==> config.mk <==
export PLATFORM = sky130hd
export DESIGN_NAME = phy_mode_and_cable_test_regs
export DESIGN_NICKNAME = d
export VERILOG_FILES = /design/src/phy_mode_and_cable_test_regs.v /design/src/reflection_filter.v
export VERILOG_INCLUDE_DIRS = /design/src
export SDC_FILE = /design/constraint.sdc
export NUM_CORES = 1
export LEC_CHECK = 0
export ABC_CLOCK_PERIOD_IN_PS = 7290
export CORE_MARGIN = 5
export CORE_UTILIZATION = 25
export CTS_BUF_LIST = sky130_fd_sc_hd__clkbuf_8
export CTS_CLUSTER_SIZE = 14
export DETAILED_ROUTE_END_ITERATION = 8
export DONT_BUFFER_PORTS = 1
export MAX_ROUTING_LAYER = met4
export PLACE_DENSITY_LB_ADDON = 0.3
export SYNTH_ARGS = -nofsm -noshare
export SYNTH_HDL_FRONTEND = slang
export SYNTH_HIERARCHICAL = 1
export SYNTH_SLANG_ARGS = --single-unit
==> constraint.sdc <==
create_clock -name core_clk_in -period 7.29 [get_ports core_clk_in]
set_input_delay 0 -clock core_clk_in [delete_from_list [all_inputs] [get_ports core_clk_in]]
set_output_delay 0 -clock core_clk_in [all_outputs]
set_load 0.05 [all_outputs]
==> src/phy_mode_tdr_defines.vh <==
// Offsets, field positions, reset values and timing figures of the PHY mode and cable test registers
`ifndef PHY_MODE_TDR_DEFINES_VH
`define PHY_MODE_TDR_DEFINES_VH

// Register indices on the management interface
`define REG_SPECIAL_OPERATING_SELECT 5'h12
`define REG_CABLE_TEST_PATTERN_DELAY 5'h18
`define REG_CABLE_TEST_CONTROL_RESULT 5'h19

// Operating select fields
`define SOS_FIBER_BIT      10
`define SOS_MODE_HI        7
`define SOS_MODE_LO        5
`define SOS_ID_HI          4
`define SOS_ID_LO          0

// Pattern and delay fields
`define PD_DELAY_SEL_BIT   15
`define PD_BREAK_CNT_HI    14
`define PD_BREAK_CNT_LO    12
`define PD_PAT_HIGH_HI     11
`define PD_PAT_HIGH_LO     6
`define PD_PAT_LOW_HI      5
`define PD_PAT_LOW_LO      0

// Control and result fields
`define CR_ENABLE_BIT      15
`define CR_FILTER_BIT      14
`define CR_TYPE_HI         10
`define CR_TYPE_LO         9
`define CR_DONE_BIT        8
`define CR_DIST_HI         7
`define CR_DIST_LO         0

// Reset values
`define RST_DELAY_SEL      1'b1
`define RST_BREAK_CNT      3'h1
`define RST_PAT_HIGH       6'h2E
`define RST_PAT_LOW        6'h1D
`define RST_CABLE_TYPE     2'h0
`define RST_DISTANCE       8'h00

// Operating mode codes
`define MODE_10_HALF       3'h0
`define MODE_10_FULL       3'h1
`define MODE_100_HALF      3'h2
`define MODE_100_FULL      3'h3
`define MODE_AN_100_FULL   3'h4
`define MODE_RESERVED      3'h5
`define MODE_POWER_DOWN    3'h6
`define MODE_AN_ALL        3'h7

// Cable type codes
`define CABLE_DEFAULT      2'h0
`define CABLE_SHORTED      2'h1
`define CABLE_OPEN         2'h2
`define CABLE_MATCHED      2'h3

// Timing figures
`define CLK_MHZ            125
`define BREAK_BASE_US      2000
`define BREAK_STEP_MS      256

`endif

==> src/phy_mode_and_cable_test_regs.v <==
// Mode select and cable test registers of one PHY with the cable test sequencer
`timescale 1ns/10ps
`include "phy_mode_tdr_defines.vh"

module phy_mode_and_cable_test_regs #(
   parameter        SAMPLE_W       = 10,
   parameter [31:0] BREAK_BASE_CYC = `BREAK_BASE_US * `CLK_MHZ,
   parameter [31:0] BREAK_STEP_CYC = `BREAK_STEP_MS * 1000 * `CLK_MHZ
) (
   // Clock and reset
   input  wire                core_clk_in,
   input  wire                nrst_in,
   // Configuration straps of this PHY
   input  wire                fiber_enable_strap_in,
   input  wire                autoneg_strap_in,
   input  wire                speed_strap_in,
   input  wire                duplex_strap_in,
   input  wire [4:0]          station_id_strap_in,
   // PHY soft reset from the chip reset control register
   input  wire                phy_reset_pulse_in,
   input  wire                phy_soft_reset_bit_in,
   // Management access
   input  wire                mgmt_req_in,
   input  wire                mgmt_write_in,
   input  wire [4:0]          mgmt_station_in,
   input  wire [4:0]          mgmt_index_in,
   input  wire [15:0]         mgmt_wdata_in,
   output reg                 mgmt_ack_out,
   output reg  [15:0]         mgmt_rdata_out,
   // Operating mode decode
   output reg                 fiber_mode_out,
   output reg                 speed_100_out,
   output reg                 full_duplex_out,
   output reg                 autoneg_en_out,
   output reg                 advertise_100fd_only_out,
   output reg                 crs_on_transmit_out,
   output reg                 power_down_out,
   output reg  [4:0]          station_id_out,
   output reg  [4:0]          scrambler_seed_out,
   // Cable test line side
   output reg                 line_break_out,
   output reg                 test_tx_active_out,
   output reg  [5:0]          test_pattern_out,
   input  wire                sample_valid_in,
   input  wire [SAMPLE_W-1:0] sample_in,
   output wire                filt_valid_out,
   output wire [SAMPLE_W-1:0] filt_sample_out,
   input  wire                result_valid_in,
   input  wire [1:0]          result_type_in,
   input  wire [7:0]          result_distance_in
);

   // Sequencer states
   localparam [3:0] ST_IDLE  = 4'h1;
   localparam [3:0] ST_BASE  = 4'h2;
   localparam [3:0] ST_STEP  = 4'h4;
   localparam [3:0] ST_PULSE = 4'h8;

   // Register state
   reg        strap_load_q;
   reg        fiber_q;
   reg [2:0]  mode_q;
   reg [4:0]  station_id_q;
   reg        delay_sel_q;
   reg [2:0]  break_cnt_q;
   reg [5:0]  pat_high_q;
   reg [5:0]  pat_low_q;
   reg        test_en_q;
   reg        filter_en_q;
   reg [1:0]  cable_type_q;
   reg        done_q;
   reg [7:0]  distance_q;
   reg [3:0]  state_q;
   reg [3:0]  state_d;
   reg [31:0] timer_q;
   reg [2:0]  steps_q;
   reg        phase_q;

   // Access decode
   wire       soft_reset_sensitive_class_reload;
   wire       access;
   wire       wr_sos;
   wire       wr_pd;
   wire       wr_cr;
   wire       start_req;
   wire       stop_req;
   wire       base_done;
   wire       step_done;
   wire       test_end;

   // Strap-derived operating mode
   function [2:0] mode_default;
      input fiber;
      input autoneg;
      input speed;
      input duplex;
      begin
         if (fiber)
            mode_default = duplex ? `MODE_100_FULL : `MODE_100_HALF;
         else if (autoneg)
            mode_default = `MODE_AN_ALL;
         else
            mode_default = {1'b0, speed, duplex};
      end
   endfunction

   // Register word assembly for reads, reserved bits as zero
   function [15:0] read_word;
      input [4:0] index;
      begin
         case (index)
            `REG_SPECIAL_OPERATING_SELECT:
               read_word = {5'h00, fiber_q, 2'h0, mode_q, station_id_q};
            `REG_CABLE_TEST_PATTERN_DELAY:
               read_word = {delay_sel_q, break_cnt_q, pat_high_q, pat_low_q};
            `REG_CABLE_TEST_CONTROL_RESULT:
               read_word = {test_en_q, filter_en_q, 3'h0, cable_type_q, done_q,
                            distance_q};
            default:
               read_word = 16'h0000;
         endcase
      end
   endfunction

   // Soft reset only acts on the sensitive class when the soft reset bit is set
   assign soft_reset_sensitive_class_reload = phy_reset_pulse_in & phy_soft_reset_bit_in;
   // Station match; no uniqueness check against other PHY addresses
   assign access      = mgmt_req_in & (mgmt_station_in == station_id_q);
   assign wr_sos      = access & mgmt_write_in &
                        (mgmt_index_in == `REG_SPECIAL_OPERATING_SELECT);
   assign wr_pd       = access & mgmt_write_in &
                        (mgmt_index_in == `REG_CABLE_TEST_PATTERN_DELAY);
   assign wr_cr       = access & mgmt_write_in &
                        (mgmt_index_in == `REG_CABLE_TEST_CONTROL_RESULT);
   assign start_req   = wr_cr & mgmt_wdata_in[`CR_ENABLE_BIT] & (state_q == ST_IDLE);
   assign stop_req    = (wr_cr & ~mgmt_wdata_in[`CR_ENABLE_BIT]) | soft_reset_sensitive_class_reload;
   assign base_done   = (timer_q == BREAK_BASE_CYC - 32'h0000_0001);
   assign step_done   = (timer_q == BREAK_STEP_CYC - 32'h0000_0001);
   assign test_end    = (state_q == ST_PULSE) & result_valid_in;

   // Sequencer next state
   always @* begin
      state_d = state_q;
      case (state_q)
         ST_IDLE:
            if (start_req)
               state_d = ST_BASE;
         ST_BASE:
            if (stop_req)
               state_d = ST_IDLE;
            else if (base_done)
               state_d = (delay_sel_q && steps_q != 3'h0) ? ST_STEP : ST_PULSE;
         ST_STEP:
            if (stop_req)
               state_d = ST_IDLE;
            else if (step_done && steps_q == 3'h1)
               state_d = ST_PULSE;
         ST_PULSE:
            if (stop_req || result_valid_in)
               state_d = ST_IDLE;
         default: state_d = ST_IDLE;
      endcase
   end

   // Sequencer state, break timing and pattern phase
   always @(posedge core_clk_in or negedge nrst_in) begin
      if (!nrst_in) begin
         state_q <= ST_IDLE;
         timer_q <= 32'h0000_0000;
         steps_q <= 3'h0;
         phase_q <= 1'b0;
      end else begin
         state_q <= state_d;
         case (state_q)
            ST_IDLE: begin
               timer_q <= 32'h0000_0000;
               steps_q <= break_cnt_q;
               phase_q <= 1'b0;
            end
            ST_BASE: timer_q <= base_done ? 32'h0000_0000 : timer_q + 32'h0000_0001;
            ST_STEP: begin
               if (step_done) begin
                  timer_q <= 32'h0000_0000;
                  steps_q <= steps_q - 3'h1;
               end else begin
                  timer_q <= timer_q + 32'h0000_0001;
               end
            end
            ST_PULSE: phase_q <= ~phase_q;
            default:  timer_q <= 32'h0000_0000;
         endcase
      end
   end

   // Line side outputs, patterns only after the break ends
   always @(posedge core_clk_in or negedge nrst_in) begin
      if (!nrst_in) begin
         line_break_out     <= 1'b0;
         test_tx_active_out <= 1'b0;
         test_pattern_out   <= 6'h00;
      end else begin
         line_break_out     <= (state_d == ST_BASE) | (state_d == ST_STEP);
         test_tx_active_out <= (state_d == ST_PULSE);
         if (state_d == ST_PULSE)
            test_pattern_out <= (phase_q ^ (state_q == ST_PULSE)) ? pat_low_q : pat_high_q;
         else
            test_pattern_out <= 6'h00;
      end
   end

   // Operating select register with strap capture after reset release
   always @(posedge core_clk_in or negedge nrst_in) begin
      if (!nrst_in) begin
         strap_load_q <= 1'b1;
         fiber_q      <= 1'b0;
         mode_q       <= 3'h0;
         station_id_q <= 5'h00;
      end else if (strap_load_q) begin
         strap_load_q <= 1'b0;
         fiber_q      <= fiber_enable_strap_in;
         mode_q       <= mode_default(fiber_enable_strap_in, autoneg_strap_in,
                                      speed_strap_in, duplex_strap_in);
         station_id_q <= station_id_strap_in;
      end else if (soft_reset_sensitive_class_reload) begin
         fiber_q      <= fiber_enable_strap_in;
         station_id_q <= station_id_strap_in;
      end else if (wr_sos) begin
         fiber_q      <= mgmt_wdata_in[`SOS_FIBER_BIT];
         mode_q       <= mgmt_wdata_in[`SOS_MODE_HI:`SOS_MODE_LO];
         station_id_q <= mgmt_wdata_in[`SOS_ID_HI:`SOS_ID_LO];
      end
   end

   // Pattern and delay register
   always @(posedge core_clk_in or negedge nrst_in) begin
      if (!nrst_in) begin
         delay_sel_q <= `RST_DELAY_SEL;
         break_cnt_q <= `RST_BREAK_CNT;
         pat_high_q  <= `RST_PAT_HIGH;
         pat_low_q   <= `RST_PAT_LOW;
      end else if (soft_reset_sensitive_class_reload) begin
         delay_sel_q <= `RST_DELAY_SEL;
         break_cnt_q <= `RST_BREAK_CNT;
         pat_high_q  <= `RST_PAT_HIGH;
         pat_low_q   <= `RST_PAT_LOW;
      end else if (wr_pd) begin
         delay_sel_q <= mgmt_wdata_in[`PD_DELAY_SEL_BIT];
         break_cnt_q <= mgmt_wdata_in[`PD_BREAK_CNT_HI:`PD_BREAK_CNT_LO];
         pat_high_q  <= mgmt_wdata_in[`PD_PAT_HIGH_HI:`PD_PAT_HIGH_LO];
         pat_low_q   <= mgmt_wdata_in[`PD_PAT_LOW_HI:`PD_PAT_LOW_LO];
      end
   end

   // Control and result register; completion wins over a clearing stop or soft reset
   always @(posedge core_clk_in or negedge nrst_in) begin
      if (!nrst_in) begin
         test_en_q    <= 1'b0;
         filter_en_q  <= 1'b0;
         cable_type_q <= `RST_CABLE_TYPE;
         done_q       <= 1'b0;
         distance_q   <= `RST_DISTANCE;
      end else begin
         if (wr_cr)
            filter_en_q <= mgmt_wdata_in[`CR_FILTER_BIT];
         if (test_end) begin
            test_en_q    <= 1'b0;
            done_q       <= 1'b1;
            cable_type_q <= result_type_in;
            distance_q   <= result_distance_in;
         end else begin
            if (soft_reset_sensitive_class_reload)
               test_en_q <= 1'b0;
            else if (wr_cr && state_q == ST_IDLE)
               test_en_q <= mgmt_wdata_in[`CR_ENABLE_BIT];
            else if (stop_req)
               test_en_q <= 1'b0;
            if (start_req)
               done_q <= 1'b0;
         end
      end
   end

   // Management answer one cycle after a matching request
   always @(posedge core_clk_in or negedge nrst_in) begin
      if (!nrst_in) begin
         mgmt_ack_out   <= 1'b0;
         mgmt_rdata_out <= 16'h0000;
      end else begin
         mgmt_ack_out <= access;
         if (access && !mgmt_write_in)
            mgmt_rdata_out <= read_word(mgmt_index_in);
      end
   end

   // Mode decode to the PHY core
   always @(posedge core_clk_in or negedge nrst_in) begin
      if (!nrst_in) begin
         fiber_mode_out           <= 1'b0;
         {speed_100_out, full_duplex_out, autoneg_en_out} <= 3'h0;
         {advertise_100fd_only_out, crs_on_transmit_out, power_down_out} <= 3'h0;
         station_id_out           <= 5'h00;
         scrambler_seed_out       <= 5'h00;
      end else begin
         fiber_mode_out     <= fiber_q;
         station_id_out     <= station_id_q;
         scrambler_seed_out <= station_id_q;
         {speed_100_out, full_duplex_out, autoneg_en_out} <= 3'h0;
         {advertise_100fd_only_out, crs_on_transmit_out, power_down_out} <= 3'h0;
         case (mode_q)
            `MODE_10_HALF: crs_on_transmit_out <= 1'b1;
            `MODE_10_FULL: full_duplex_out <= 1'b1;
            `MODE_100_HALF: begin
               speed_100_out       <= 1'b1;
               crs_on_transmit_out <= 1'b1;
            end
            `MODE_100_FULL: begin
               speed_100_out   <= 1'b1;
               full_duplex_out <= 1'b1;
            end
            `MODE_AN_100_FULL: begin
               autoneg_en_out           <= 1'b1;
               advertise_100fd_only_out <= 1'b1;
               speed_100_out            <= 1'b1;
               full_duplex_out          <= 1'b1;
            end
            `MODE_POWER_DOWN: power_down_out <= 1'b1;
            `MODE_AN_ALL: autoneg_en_out <= 1'b1;
            default: power_down_out <= 1'b0; // Reserved code leaves all decodes low
         endcase
      end
   end

   // Reflection sample filter, cleared at each test start
   reflection_filter #(.SAMPLE_W (SAMPLE_W)) u_filter (
      .core_clk_in     (core_clk_in),
      .nrst_in         (nrst_in),
      .filter_en_in    (filter_en_q),
      .clear_in        (start_req),
      .sample_valid_in (sample_valid_in),
      .sample_in       (sample_in),
      .filt_valid_out  (filt_valid_out),
      .filt_sample_out (filt_sample_out)
   );

endmodule // phy_mode_and_cable_test_regs

==> src/reflection_filter.v <==
// Spike filter for converted reflection samples of the cable test
`timescale 1ns/10ps

module reflection_filter #(
   parameter SAMPLE_W = 10
) (
   // Clock and reset
   input  wire                core_clk_in,
   input  wire                nrst_in,
   // Control
   input  wire                filter_en_in,
   input  wire                clear_in,
   // Raw samples
   input  wire                sample_valid_in,
   input  wire [SAMPLE_W-1:0] sample_in,
   // Filtered samples
   output reg                 filt_valid_out,
   output reg  [SAMPLE_W-1:0] filt_sample_out
);

   reg [SAMPLE_W-1:0] tap1_q;
   reg [SAMPLE_W-1:0] tap2_q;

   // Median of three rejects a single-sample spike
   function [SAMPLE_W-1:0] median3;
      input [SAMPLE_W-1:0] a;
      input [SAMPLE_W-1:0] b;
      input [SAMPLE_W-1:0] c;
      begin
         if ((a >= b && a <= c) || (a <= b && a >= c))
            median3 = a;
         else if ((b >= a && b <= c) || (b <= a && b >= c))
            median3 = b;
         else
            median3 = c;
      end
   endfunction

   // Sample history and registered output
   always @(posedge core_clk_in or negedge nrst_in) begin
      if (!nrst_in) begin
         tap1_q          <= {SAMPLE_W{1'b0}};
         tap2_q          <= {SAMPLE_W{1'b0}};
         filt_valid_out  <= 1'b0;
         filt_sample_out <= {SAMPLE_W{1'b0}};
      end else if (clear_in) begin
         tap1_q          <= {SAMPLE_W{1'b0}};
         tap2_q          <= {SAMPLE_W{1'b0}};
         filt_valid_out  <= 1'b0;
         filt_sample_out <= {SAMPLE_W{1'b0}};
      end else begin
         filt_valid_out <= sample_valid_in;
         if (sample_valid_in) begin
            tap1_q <= sample_in;
            tap2_q <= tap1_q;
            if (filter_en_in)
               filt_sample_out <= median3(sample_in, tap1_q, tap2_q);
            else
               filt_sample_out <= sample_in;
         end
      end
   end

endmodule // reflection_filter
# Word-level counts from Yosys, hierarchy flattened
# Index checks and enable logic that the tools add are counted.
# classes
addsub,2
mul,0
n_div,0
n_lt_le_gt_ge,8
eq_ne,22
shift,0
n_mux,59
bitwise,15
reduce_logical,28
# ops
op,count
$pmux W32 S3,1
$mux W10,9
$mux W32,2
$pmux W16 S3,1
$ge A10 B10 Y1,4
$le A10 B10 Y1,4
$mux W6,6
$add A32 B1 Y32 const B,1
$eq A32 B18 Y1 const B,1
$eq A32 B25 Y1 const B,1
$mux W4,7
$mux W3,8
$mux W1,19
$pmux W4 S4,1
$eq A5 B5 Y1 const B,3
$mux W5,3
$reduce_bool A2 Y1,6
$and A1 B1 Y1,10
$eq A3 B3 Y1 const B,3
$eq A4 B2 Y1 const B,2
$eq A4 B3 Y1 const B,2
$eq A4 B4 Y1 const B,2
$logic_and A1 B1 Y1,8
$eq A3 B1 Y1 const B,2
18 further kinds,28
# word_totals
ff_bits,147
latchBits,0
ramBits,0
mem_bits_ro,0
in_bits,63
out_inout_bits,53
elab_cells,168
memories,0

# Longest topological paths before layout
# Gate-level depths: netlist of the first run.
# logic_depth
word_depth,11
mapped_depth,10
mapped_depth_nobuf,9

# By module
# The synthesis of the first run kept the hierarchy.
# modules_own_cells
module,instances,cells_each,area_per_inst_um2,seq_area_each_um2
phy_mode_and_cable_test_regs,1,579,5854.4,2917.8
reflection_filter,1,215,2175.8,775.7

# Least setup slack after synthesis of the first run
# OpenSTA, ideal clock, no wires.
# synth_timing
path_kind,register to register
start,register state_q[3]
end,register test_pattern_out[0]
setup_time_ns,0.129
arrival_ns,2.525
required_ns,7.161
setup_slack_ns,4.636
stages_incl_launch_ff,11
path_buffers,5
period_less_slack_ns,2.654
cell_sequence,dfrtp_1 clkbuf_1 or4b_2 clkbuf_1 inv_1 buf_2 buf_1 ha_1 buf_1 mux2i_1 nor3_1
# synth_via
elab_chain_cells,6
word_cells_on_any_way,16
classes_between,5 x eq/ne; 9 x mux; 2 x bitwise
# synth_lines
item,line_no,text
from (decl),phy_mode_and_cable_test_regs.v:73,reg [3:0] state_q;
from (signal assigned),phy_mode_and_cable_test_regs.v:173,state_q <= state_d;
$eq A4 B1 Y1,"phy_mode_and_cable_test_regs.v:135, phy_mode_and_cable_test_regs.v:144",
$and A1 B1 Y1,phy_mode_and_cable_test_regs.v:135,assign start_req = wr_cr & mgmt_wdata_in[`CR_ENABLE_BIT] & (state_q == ST_IDLE);
$mux W4,phy_mode_and_cable_test_regs.v:146,if (start_req)
$pmux W4 S4,phy_mode_and_cable_test_regs.v:144,case (state_q)
$eq A4 B4 Y1,phy_mode_and_cable_test_regs.v:204,if (state_d == ST_PULSE)
$mux W6 (*),phy_mode_and_cable_test_regs.v:204,
to (signal assigned),phy_mode_and_cable_test_regs.v:205,test_pattern_out <= (phase_q ^ (state_q == ST_PULSE)) ? pat_low_q : pat_high_q;
to (decl),phy_mode_and_cable_test_regs.v:43,"output reg [5:0] test_pattern_out,"
# Every way passes the cells marked *; elsewhere a longest branch is shown, timed or not.
# A chain may end at the register's enable or synchronous reset.

# Worst setup path after layout of the first run
# layout_timing
start,register station_id_q[0]
end,register u_filter.filt_sample_out[2]
# layout_via
elab_chain_cells,7
word_cells_on_any_way,8
classes_between,1 x eq/ne; 1 x mux; 5 x bitwise; 1 x reduce/logical
# layout_lines
item,line_no,text
from (decl),phy_mode_and_cable_test_regs.v:63,reg [4:0] station_id_q;
from (signal assigned),phy_mode_and_cable_test_regs.v:223,station_id_q <= station_id_strap_in;
from (signal assigned),phy_mode_and_cable_test_regs.v:226,station_id_q <= station_id_strap_in;
from (signal assigned),phy_mode_and_cable_test_regs.v:230,station_id_q <= mgmt_wdata_in[`SOS_ID_HI:`SOS_ID_LO];
$eq A5 B5 Y1 (*),phy_mode_and_cable_test_regs.v:128,assign access = mgmt_req_in & (mgmt_station_in == station_id_q);
$and A1 B1 Y1 (*),phy_mode_and_cable_test_regs.v:128,
named net access,phy_mode_and_cable_test_regs.v:81,wire access;
$and A1 B1 Y1 (*) (2 in a row),phy_mode_and_cable_test_regs.v:133,assign wr_cr = access & mgmt_write_in &
$and A1 B1 Y1 (*) (2 in a row),phy_mode_and_cable_test_regs.v:135,
named net start_req,phy_mode_and_cable_test_regs.v:85,wire start_req;
$mux W10 or $reduce_bool A2 Y1 (tied branches),n/a,
to (signal assigned),reflection_filter.v:45,filt_sample_out <= {SAMPLE_W{1'b0}};
to (signal assigned),reflection_filter.v:50,filt_sample_out <= {SAMPLE_W{1'b0}};
to (signal assigned),reflection_filter.v:57,"filt_sample_out <= median3(sample_in, tap1_q, tap2_q);"
to (decl),reflection_filter.v:18,output reg [SAMPLE_W-1:0] filt_sample_out
# The timed path passes the listed nets; every way through them passes the cells marked *.

==> results.md, run 1 <==
* Post-synthesis mux area share at 0.08990
* Hold_buf cts at a little under 70
* Min cycle time layout at approximately 3.4 ns
* Row Count at 65
* Final Worst Setup Slack at around 3.9 ns
* Comb pwr share at 0.136
* Internal Power at 1.332 mW
* Sw Ratio at 0.3685
* Cells after synthesis at around 800
* Net Switching at a little under 0.8 mW
* Hold crit path type: input pin to register
* Setup crit end kind: register
* Post-synth EDFFs at 0
* Worst path buffer plus inverter count at 2
* Worst setup SP type: register
* Yosys warns at 6
* Port Buf Inserts at 0
* Postcts setup bufs at 0
* Post-Synth XOR/XNOR Area at 0.02509
* Slew Limit Fails at 0
* M1 WL at just over 10 mm
* Maximum fanout along the worst path at 22
* Post-synth top flop: dfrtp_1
* Post-route ant nets at 0
* Core area at 0.03164 mm2
* Clock Power Share at 0.317
* Area of the multi-input gates at slightly below 0.004 mm2
* Final Cycle Share at 0.4674
* Post-DR wirelength/cell at ~18 um
* Max IR drop VDD at approximately 0.12 mV
* Final Skew at 0.02332 ns
* H-tree Lvls at 4
* Final setup viols at 0
* Gpl congestion at about 0.8
* Synthesized net count at a little under 900
* Flop pwr share at 0.547
* Crit-path slowest cell: inv_1
* Vias per Instance at about 4.9
* Worst reg2reg path depth at 9
* Clock transition at the registers of the reported paths at ~0.1 ns
* Netlist Area Pre-Place at 0.008030 mm2
* Largest net degree at the start of global routing at 148
* Drt total wl at 22.40 mm
* CTS buffer count at 17
* Number of global-route vias before repair at 6317
* Power Dens Cells at around 220 mW/mm2
* Register area at about 0.0037 mm2
* DRC at 0
* Syn avg cell area at about 10 um2
* Hold Path Origin: mgmt_req_in
* GRT Util Overall at 0.1309
* Starting Density at 0.2538
* Final hold violation count at 0
* Reg2Reg Setup Slack at slightly below 4 ns
* Register area share after synthesis at 0.4600
* Ports at roughly 120
* DR top layer: met4
* Fillers at about 3200
* Met2 WL at around 10 mm
* Total gr overflow at 0
* Fraction of registers with async set/reset at 1.000
* Required time of the critical path at 7.60 ns
* Max transition margin at 0.2702
* Unique cell type count in the Yosys netlist at 76
* Die area at ~0.036 mm2
* Crit-path cells: xnor2_1, nand4_1, or2_2, clkinv_1, nand4_1, inv_1, nor2b_1, or3b_1, o221ai_2
* WL met3 at approximately 1.6 mm
* Fin cells at roughly 1300
* Yosys top cell area share at 0.4207
* Post-synth top area cell: dfrtp_1
* Main combinational cell family by area after synthesis: simple AND/OR/NAND/NOR gates
* Simple-Gate Fraction of Synth Area at 0.1765
* Top Family by Delay on Critical Path: simple AND/OR/NAND/NOR gates
* LEAKAGE at 4.090 nW
* Drt first pass iters at 5
* Via count at 6199
* Crit Path Class: register to register
* Chip width at 189.2 um
* CTS sink cnt at between 100 and 150
* Clk root buf: clkbuf_8
* Cell mode on critical path: nand4_1
* TritonCTS clock tree: yes
* Share of layout cells above drive strength 1 at 0.1246
* Hold path depth at 3
* RSZ-0062 raised after global routing: false
* Nets at ~940
* Clk_lat worst skew at around 0.47 ns
* Final total power at between 2 and 2.5 mW
* Reg2reg end: u_filter/filt_sample_out[2]
* Initial antenna violation count at 2
* Chip height at approximately 190 um
* Max-cap violations at 0
* Synth-to-layout area growth at 18.35%
* Compound-Gate Fraction of Synth Area at 0.1437
* Main area contributors after synthesis: dfrtp_1, mux2i_1, ha_1
* Clock Path Buffers at 2
* FF+latch count, synth at roughly 150
* Worst-Margin Slew at ~1.1 ns
* Gates resized, CTS repair at 0
* Hold worst-path end: mgmt_rdata_out[5]
* Half-perimeter wire length after placement at about 16 mm
* Arr. time, crit path at about 3.7 ns
* Worst slack, placed at 3.887 ns
* First-pass GRT wire length at ~36 mm
* Setup TNS Final at 0 ns
* Worst r2r src: station_id_q[0]
* Iteration-0 DRC Markers at 363
* Synthesized-area fraction occupied by adder cells at 0.05453
* Placed cell count at 1160
* Status: finished clean
* F_max at 293.5 MHz
* Crit path largest cell delay at 0.60 ns
-- layout make-up --
cell class,instances,area share
Antenna cell,2,0.0005266
Clock buffer,18,0.02607
Clock inverter,14,0.01606
Inverter,52,0.02054
Multi-Input combinational cell,553,0.4160
Sequential cell,147,0.3886
Tap cell,402,0.05292
Timing Repair Buffer,75,0.07925
-- power by group through the flow --
stage | Sequential [mW] | Clock [mW] | Combinational (mW)
final | 1.15 | 0.669 | 0.287
after CTS | 1.16 | 0.694 | 0.289
after floorplan | 1.13 | 0 | 0.209
after global routing | 1.17 | 0.727 | 0.327
after detailed placement | 1.17 | 0 | 0.230
after global placement | 1.17 | 0 | 0.228
-- metal layers --
metal | GRT usage | up-vias
met1 | 0.1709 | 3074
met2 | 0.1942 | 143
met3 | 0.03890 | 18
met5 | - | -
met4 | 0.04591 | 0
li1 | - | 2964
-- Yosys cell counts, types with 10 or more instances --
cell	count
nand3_1	19
ha_1	35
and3_1	10
nor2_1	68
dfstp_2	12
inv_1	51
and2_1	12
a21oi_1	43
nand2_1	53
dfrtp_1	135
o21ai_0	29
nor3_1	15
o22a_1	10
mux2_2	15
clkbuf_1	26
xor2_1	14
mux2i_1	53
nand4_1	27
o221ai_2	10
nor2_2	10
-- worst reg2reg max path: stages, from the launching register on --
cell and delay (ns):
dfrtp_1 0.43, xnor2_1 0.17, nand4_1 0.29, or2_2 0.42
clkinv_1 0.17, nand4_1 0.20, inv_1 0.60, nor2b_1 0.19
or3b_1 0.59, o221ai_2 0.20
-- stage by stage --
step | hold slack, ns | instance area (um2) | util
detailed placement | -0.2909 | 8391 | 0.2652
CTS | 0.003492 | 9499 | 0.3003
global route | 0.01224 | 9504 | 0.3004
global placement | -0.2908 | 8391 | 0.2652
finish | 0.03905 | 9504 | 0.3004
floorplan | -0.2956 | 8030 | -
-- logic make-up (layout without fill, tap and decap cells) --
logic type | count (synthesis) | count (layout)
multiplexers | 70 | 70
AND/OR/NAND/NOR | 267 | 267
AO/OA/AOI/OAI | 157 | 157
flip-flops | 147 | 147
adder cells (fa/ha/maj) | 35 | 35
XOR/XNOR | 23 | 23
buffers and inverters | 94 | 159
other | 1 | 3
-- how the worst max path moves through the flow --
stage / from / to / slack [ns] / depth (start not counted)
2_1_floorplan: state_q[3] / test_pattern_out[0] / 4.64 / 10
3_3_place_gp: timer_q[11] / timer_q[19] / 3.95 / 5
3_5_place_dp: timer_q[18] / timer_q[21] / 3.89 / 5
4_1_cts: timer_q[11] / timer_q[29] / 3.86 / 5
5_1_grt: station_id_q[0] / u_filter/filt_sample_out[2] / 3.53 / 9
6_report: station_id_q[0] / u_filter/filt_sample_out[2] / 3.88 / 9
-- cells in the final DEF (no fill, tap or decap), types with 6 or more instances in the layout --
cell type,n
a221oi_1,6
mux2i_1,53
mux2_2,15
nand4_1,27
nand2_1,53
o31ai_1,9
nor2_2,10
nor2b_1,6
dfstp_2,12
nor4_1,6
and2_1,12
nor2_1,68
a31oi_1,8
clkbuf_8,18
dlygate4sd3_1,68
a22o_1,8
xor2_1,14
dfrtp_1,135
buf_4,6
nand2b_1,6
ha_1,35
a21oi_1,43
inv_1,52
o22a_1,10
nor3_1,14
o221ai_2,10
o21ai_0,29
xnor2_1,9
nand3_1,19
and3_1,10
or3_1,6
-- registers in the layout (all words and copies together) (netlist names), 4 cells and up --
name / cells
timer_q: 32
mgmt_rdata_out: 16
u_filter/filt_sample_out: 10
u_filter/tap1_q: 10
u_filter/tap2_q: 10
distance_q: 8
pat_high_q: 6
pat_low_q: 6
test_pattern_out: 6
scrambler_seed_out: 5
station_id_q: 5
state_q: 4
Note: power is estimated with default switching activity, not from simulation.
==> run 2, diff against run 1 <==
--- a/config.mk
+++ b/config.mk
@@ -6,7 +6,7 @@
 export SDC_FILE = /design/constraint.sdc
 export NUM_CORES = 1
 export LEC_CHECK = 0
-export ABC_CLOCK_PERIOD_IN_PS = 7290
+export ABC_CLOCK_PERIOD_IN_PS = 2840
 export CORE_MARGIN = 5
 export CORE_UTILIZATION = 25
 export CTS_BUF_LIST = sky130_fd_sc_hd__clkbuf_8
==> constraint.sdc (replaced) <==
create_clock -name core_clk_in -period 2.84 [get_ports core_clk_in]
set_input_delay 0 -clock core_clk_in [delete_from_list [all_inputs] [get_ports core_clk_in]]
set_output_delay 0 -clock core_clk_in [all_outputs]
set_load 0.05 [all_outputs]
==> results.md, run 2 (synthesized netlist as in run 1, its figures left out) <==
* Number of global-route vias before repair at 6576 (+4.1%)
* Hold_buf cts at 86 (+25%)
* Maximum fanout along the worst path at 11 (-50%)
* Arr. time, crit path at 3.01 ns (-0.71 ns)
* Post-DR wirelength/cell at 17.53 um (-1.2%)
* Max-cap violations at 0 (unchanged)
* Final Worst Setup Slack at 0.1730 ns (-3.710 ns)
* Chip height at 189.2 um (unchanged)
* DRC at 0 (unchanged)
* RSZ-0062 raised after global routing: false
* Port Buf Inserts at 0 (unchanged)
* GRT Util Overall at 0.1339 (+0.003041)
* Total gr overflow at 0 (unchanged)
* Clock transition at the registers of the reported paths at 0.09 ns (about the same)
* Most frequent cells in the layout: dfrtp_1, dlygate4sd3_1, nor2_1, inv_1
* WHS at -0.7817 ns (-0.8207 ns)
* Drt total wl at 22.89 mm (+2.2%)
* Post-route ant nets at 0 (unchanged)
* Clk_lat worst skew at 0.48 ns (about the same)
* Most common cell after layout, fill and taps aside: dfrtp_1
* Max IR drop VDD at 0.3627 mV (+200%)
* Ports at 116 (unchanged)
* CTS sink cnt at 147 (unchanged)
* Via count at 6267 (+1.1%)
* Crit-path slowest cell: or4b_2
* Status: finished with violations
* DP Area at 0.008611 mm2 (+2.6%)
* Final Cycle Share at 0.9391 (+0.4717)
* Reg2reg end: distance_q[1]
* Core area at 0.03164 mm2 (unchanged)
* Required time of the critical path at 3.18 ns (-4.42 ns)
* Crit-path cells: or4b_2, inv_1, nand2_1, buf_4, mux2_2, dlygate4sd3_1
* Worst-Margin Slew at 1.029 ns (-0.06255 ns)
* Die area at 0.03580 mm2 (unchanged)
* Iteration-0 DRC Markers at 433 (+19%)
* Worst setup SP type: register
* Crit Path Class: register to register
* Final Skew at 0.02018 ns (-0.003139 ns)
* Final hold violation count at 147 (+147)
* Worst r2r src: state_q[2]
* Final instance area at 0.009856 mm2 (+3.7%)
* Reg2Reg Setup Slack at 0.17 ns (-3.71 ns)
* Row Count at 65 (unchanged)
* Top Family by Delay on Critical Path: buffers and inverters
* Nets at 987 (+4.6%)
* Largest net degree at the start of global routing at 148 (unchanged)
* Gpl congestion at 0.8055 (+3.2%)
* Worst reg2reg path depth at 6 (-3)
* Setup TNS Final at 0 ns (unchanged)
* Initial antenna violation count at 2 (unchanged)
* Worst path buffer plus inverter count at 3 (+1)
* LEAKAGE at 4.298 nW (+5.1%)
* Slew Limit Fails at 0 (unchanged)
* TritonCTS clock tree: yes
* CTS buffer count at 17 (unchanged)
* Setup crit end kind: register
* Half-perimeter wire length after placement at 15.91 mm (+2.3%)
* Postcts setup bufs at 0 (unchanged)
* Clock Path Buffers at 2 (unchanged)
* Share of layout cells above drive strength 1 at 0.1441 (+0.01956)
* Largest Register: timer_q
* Clk root buf: clkbuf_8
* Drt first pass iters at 4 (-1)
* Hold crit path type: input pin to asynchronous set/reset pin
* Crit path largest cell delay at 0.72 ns (+0.12 ns)
* F_max at 375.0 MHz (+28%)
* Worst slack, placed at 0.2818 ns (-3.605 ns)
* Starting Density at 0.2538 (unchanged)
* Failing checks: negative hold slack
* Max transition margin at 0.3120 (+0.04184)
* Gates resized, CTS repair at 0 (unchanged)
* Min cycle time layout at 2.667 ns (-0.7405 ns)
* Max reg flops at 32 (unchanged)
* Chip width at 189.2 um (unchanged)
* Fillers at 3197 (-0.99%)
* Synth-to-layout area growth at 22.73%
* Largest registers: timer_q: 32 flops, mgmt_rdata_out: 16 flops
* Power Dens Cells at 540.8 mW/mm2 (+140%)
* Final setup viols at 0 (unchanged)
* Vias per Instance at 4.799 (-2.2%)
* First-pass GRT wire length at 37.21 mm (+3.0%)
* H-tree Lvls at 4 (unchanged)
run 2: changes by cell type in the layout (fill, tap and decap cells not counted), sizes merged:
| cell | change |
|---|---|
| clkinvlp | -2 |
| clkbuf | -1 |
| clkinv | +3 |
| dlygate4sd3 | +18 |
| buf | +25 |
run 2: worst max-delay path by stage:
| stage | slack [ns] | cells past startpoint | end | startpoint |
|---|---|---|---|---|
| floorplan | 0.19 | 10 | test_pattern_out[0] | state_q[3] |
| global placement | 0.34 | 8 | u_filter/filt_sample_out[2] | u_filter/tap2_q[7] |
| detailed placement | 0.28 | 8 | u_filter/filt_sample_out[2] | u_filter/tap2_q[7] |
| CTS | 0.20 | 6 | cable_type_q[1] | state_q[2] |
| global route | 0.04 | 6 | distance_q[3] | state_q[2] |
| finish | 0.17 | 6 | distance_q[1] | state_q[2] |
run 2: report_power, final:
| group | switching [mW] | internal [mW] | leakage, nW |
|---|---|---|---|
| registers | 0.692 | 2.27 | 1.86 |
| clock network | 0.874 | 0.776 | 0.205 |
| logic | 0.370 | 0.347 | 2.23 |
| total | 1.94 | 3.39 | 4.30 |
run 2: routing by layer:
| metal | part of all wire | vias to the layer above | wire length (um) | GRT usage |
|---|---|---|---|---|
| met5 | 0 | - | 0 | - |
| met1 | 0.47 | 3091 | 10700 | 0.1752 |
| met3 | 0.059 | 15 | 1355 | 0.04130 |
| met2 | 0.46 | 123 | 10540 | 0.2025 |
| li1 | - | 3038 | - | - |
| met4 | 0.013 | 0 | 291 | 0.03589 |
run 2: final cells by class:
type	count	area, um2	area share
flip-flops and latches	147	3694	0.3748
clock inverters	15	145.1	0.01473
diodes	2	5.005	0.0005078
repair buffers	118	1126	0.1143
clock buffers	17	234.0	0.02374
well taps	402	503.0	0.05103
inverters	52	195.2	0.01980
multi-input cells	553	3954	0.4012
run 2: through the flow:
stage          cells  power, mW    util
4_1_cts         1304      5.394  0.3114
5_1_grt         1306      5.618  0.3115
3_5_place_dp    1186      3.629  0.2722
2_1_floorplan    794      3.442       -
3_3_place_gp    1186      3.620  0.2722
6_report        1306      5.330  0.3115
==> run 3, diff against run 2 <==
--- a/config.mk
+++ b/config.mk
@@ -8,7 +8,7 @@
 export LEC_CHECK = 0
 export ABC_CLOCK_PERIOD_IN_PS = 2840
 export CORE_MARGIN = 5
-export CORE_UTILIZATION = 25
+export CORE_UTILIZATION = 40
 export CTS_BUF_LIST = sky130_fd_sc_hd__clkbuf_8
 export CTS_CLUSTER_SIZE = 14
 export DETAILED_ROUTE_END_ITERATION = 8
@@ -17,5 +17,4 @@
 export PLACE_DENSITY_LB_ADDON = 0.3
 export SYNTH_ARGS = -nofsm -noshare
 export SYNTH_HDL_FRONTEND = slang
-export SYNTH_HIERARCHICAL = 1
 export SYNTH_SLANG_ARGS = --single-unit
==> results.md, run 3 <==
* Fraction of registers with async set/reset at 1.000 (unchanged)
* Clock Path Buffers at 2 (unchanged)
* Worst r2r src: u_filter.tap1_q[4]
* Register area share after synthesis at 0.4751 (+0.01518)
* Via count at 6023 (-3.9%)
* Crit-path cells: inv_1, ha_1, a21o_1, o21ai_0, a31oi_1, or3b_2, mux2i_1, buf_4, mux2_2, nand4_1, nand3_1
* Chip height at 149.4 um (-21%)
* Yosys warns at 0 (-6)
* Post-synth EDFFs at 0 (unchanged)
* Netlist Area Pre-Place at 0.007774 mm2 (-3.2%)
* Crit Path Class: register to register
* Vias per Instance at 5.297 (+10%)
* Required time of the critical path at 3.17 ns (about the same)
* Setup TNS Final at 0 ns (unchanged)
* CTS sink cnt at 147 (unchanged)
* FF+latch count, synth at 147 (unchanged)
* Fillers at 1850 (-42%)
* Top Family by Delay on Critical Path: simple AND/OR/NAND/NOR gates
* Clock transition at the registers of the reported paths at 0.10 ns (about the same)
* Largest registers: timer_q: 32 flops, mgmt_rdata_out: 16 flops
* DP Area at 0.008023 mm2 (-6.8%)
* Final setup viols at 0 (unchanged)
* Routing usage on met2 at 0.2751 (+0.07265)
* Post-route ant nets at 0 (unchanged)
* Number of global-route vias before repair at 5969 (-9.2%)
* Final hold violation count at 147 (unchanged)
* Worst reg2reg path depth at 11 (+5)
* Reg2reg end: u_filter.filt_sample_out[0]
* Power Dens Cells at 504.7 mW/mm2 (-6.7%)
* Clk_lat worst skew at 0.46 ns (-0.02 ns)
* Yosys top cell area share at 0.4346 (+0.01388)
* Drt total wl at 19.34 mm (-16%)
* Port Buf Inserts at 0 (unchanged)
* Most frequent cells in the layout: dfrtp_1, nand2_1, nor2_1, mux2i_1, dlygate4sd3_1
* Count leader, synth: dfrtp_1
* Layout Utilization at 0.4688 (+0.1573)
* Main area contributors after synthesis: dfrtp_1, mux2i_1, ha_1
* CTS buffer count at 17 (unchanged)
* Gpl congestion at 0.8231 (+2.2%)
* Drt first pass iters at 4 (unchanged)
* Core area at 0.01927 mm2 (-39%)
* Failing checks: negative hold slack
* Worst slack, placed at 0.1292 ns (-0.1525 ns)
* Synth top cells by count: dfrtp_1, nand2_1, nor2_1
* Worst setup SP type: register
* Clk root buf: clkbuf_8
* Hold crit path type: input pin to asynchronous set/reset pin
* Syn avg cell area at 9.645 um2 (-4.6%)
* Slew Limit Fails at 0 (unchanged)
* Crit-path slowest cell: or3b_2
* Max transition margin at 0.3105 (-0.001470)
* Setup crit end kind: register
* Reg2Reg Setup Slack at 0.12 ns (-0.05 ns)
* Post-DR wirelength/cell at 17.01 um (-3.0%)
* F_max at 367.6 MHz (-2.0%)
* Half-perimeter wire length after placement at 12.91 mm (-19%)
* Chip width at 149.4 um (-21%)
* Share of layout cells above drive strength 1 at 0.1078 (-0.03633)
* Iteration-0 DRC Markers at 355 (-18%)
* Starting Density at 0.4034 (+0.1496)
* WHS at -0.7729 ns (+0.008801 ns)
* Ports at 116 (unchanged)
* DRC at 0 (unchanged)
* N_diodes at 0 (-2)
* Final total power at 4.560 mW (-14%)
* Post-synth top flop: dfrtp_1
* Maximum fanout along the worst path at 4 (-7)
* GRT Util Overall at 0.1830 (+0.04905)
* Max reg flops at 32 (unchanged)
* Worst path buffer plus inverter count at 2 (-1)
* Global routing met3 resource utilization at 0.04862 (+0.007320)
* Total gr overflow at 0 (unchanged)
* Max IR drop VDD at 0.2932 mV (-19%)
* Final Cycle Share at 0.9578 (+0.01869)
* Initial antenna violation count at 0 (-2)
* Final Worst Setup Slack at 0.1199 ns (-0.05309 ns)
* Met1 Usage GRT at 0.2461 (+0.07090)
* Max-cap violations at 0 (unchanged)
* Most common cell after layout, fill and taps aside: dfrtp_1
* Die area at 0.02232 mm2 (-38%)
* TritonCTS clock tree: yes
* Arr. time, crit path at 3.05 ns (+0.04 ns)
* Largest Register: timer_q
* Crit path largest cell delay at 0.45 ns (-0.27 ns)
* Nets at 957 (-3.0%)
* Cells after synthesis at 806 (+1.5%)
* Row Count at 51 (-22%)
* Synth-to-layout area growth at 16.22%
* First-pass GRT wire length at 31.46 mm (-15%)
* LEAKAGE at 4.211 nW (-2.0%)
* Unique cell type count in the Yosys netlist at 60 (-21%)
* Global route hottest layer: met2
* Largest net degree at the start of global routing at 148 (unchanged)
* Final instance area at 0.009035 mm2 (-8.3%)
* Min cycle time layout at 2.720 ns (+0.05309 ns)
* Post-synth top area cell: dfrtp_1
* Worst-Margin Slew at 1.031 ns (+0.002199 ns)
* Status: finished with violations
* Synthesized net count at 904 (+1.3%)
* Final Skew at 0.01603 ns (-0.004152 ns)
* H-tree Lvls at 4 (unchanged)
==> run 3: report_power, final <==
group	switching (mW)	total (mW)	internal, mW
Combinational	0.277	0.551	0.274
Sequential	0.225	2.40	2.17
Clock	0.889	1.61	0.719
==> run 3: per-layer routing <==
metal  share of wire  vias up
met3           0.067       29
met2            0.46      179
met1            0.46     2902
met4           0.014        0
met5               0        -
li1                -     2913
==> run 3: final cells by class <==
| type | count | area (um2) | share of cell area |
|---|---|---|---|
| Tap cell | 265 | 331.6 | 0.03670 |
| Multi-Input combinational cell | 571 | 3700 | 0.4095 |
| Sequential cell | 147 | 3694 | 0.4088 |
| Clock inverter | 15 | 151.4 | 0.01676 |
| Clock buffer | 17 | 234.0 | 0.02590 |
| Timing Repair Buffer | 81 | 768.2 | 0.08503 |
| Inverter | 41 | 156.4 | 0.01731 |
==> run 3: logic make-up after synthesis <==
logic type               after synthesis  share of synthesized area
other                                  1                  0.0004824
buffers and inverters                 88                    0.05006
XOR/XNOR                              25                    0.02817
AO/OA/AOI/OAI                        116                    0.08965
adder cells (fa/ha/maj)               35                    0.05633
AND/OR/NAND/NOR                      322                     0.2055
flip-flops                           147                     0.4751
multiplexers                          72                    0.09464
==> run 3: how the worst max path moves through the flow <==
stage | from | to | slack (ns) | depth (start not counted)
2_1_floorplan | u_filter.tap1_q[3] | u_filter.filt_sample_out[0] | 0.31 | 11
3_3_place_gp | timer_q[22] | test_pattern_out[4] | 0.23 | 8
3_5_place_dp | u_filter.tap1_q[4] | u_filter.filt_sample_out[1] | 0.13 | 11
4_1_cts | u_filter.tap1_q[4] | u_filter.filt_sample_out[6] | 0.10 | 11
5_1_grt | u_filter.tap2_q[3] | u_filter.filt_sample_out[1] | -0.02 | 11
6_report | u_filter.tap1_q[4] | u_filter.filt_sample_out[0] | 0.12 | 11
==> run 3: metrics by stage <==
step	hold WS, ns	cells
after floorplan	-0.2956	806
after global placement	-0.2885	1044
after detailed placement	-0.2883	1044
after CTS	-0.8018	1135
after global routing	-0.8139	1137
final	-0.7729	1137
==> run 3: repair_timing <==
| action | 4_1_cts | 5_1_grt |
|---|---|---|
| hold endpoints to repair | 235 | 153 |
| gates resized for setup | 0 | 3 |
| hold buffers | 59 | 1 |
| buffers inserted | 0 | 1 |
| setup endpoints to repair | 0 | 19 |
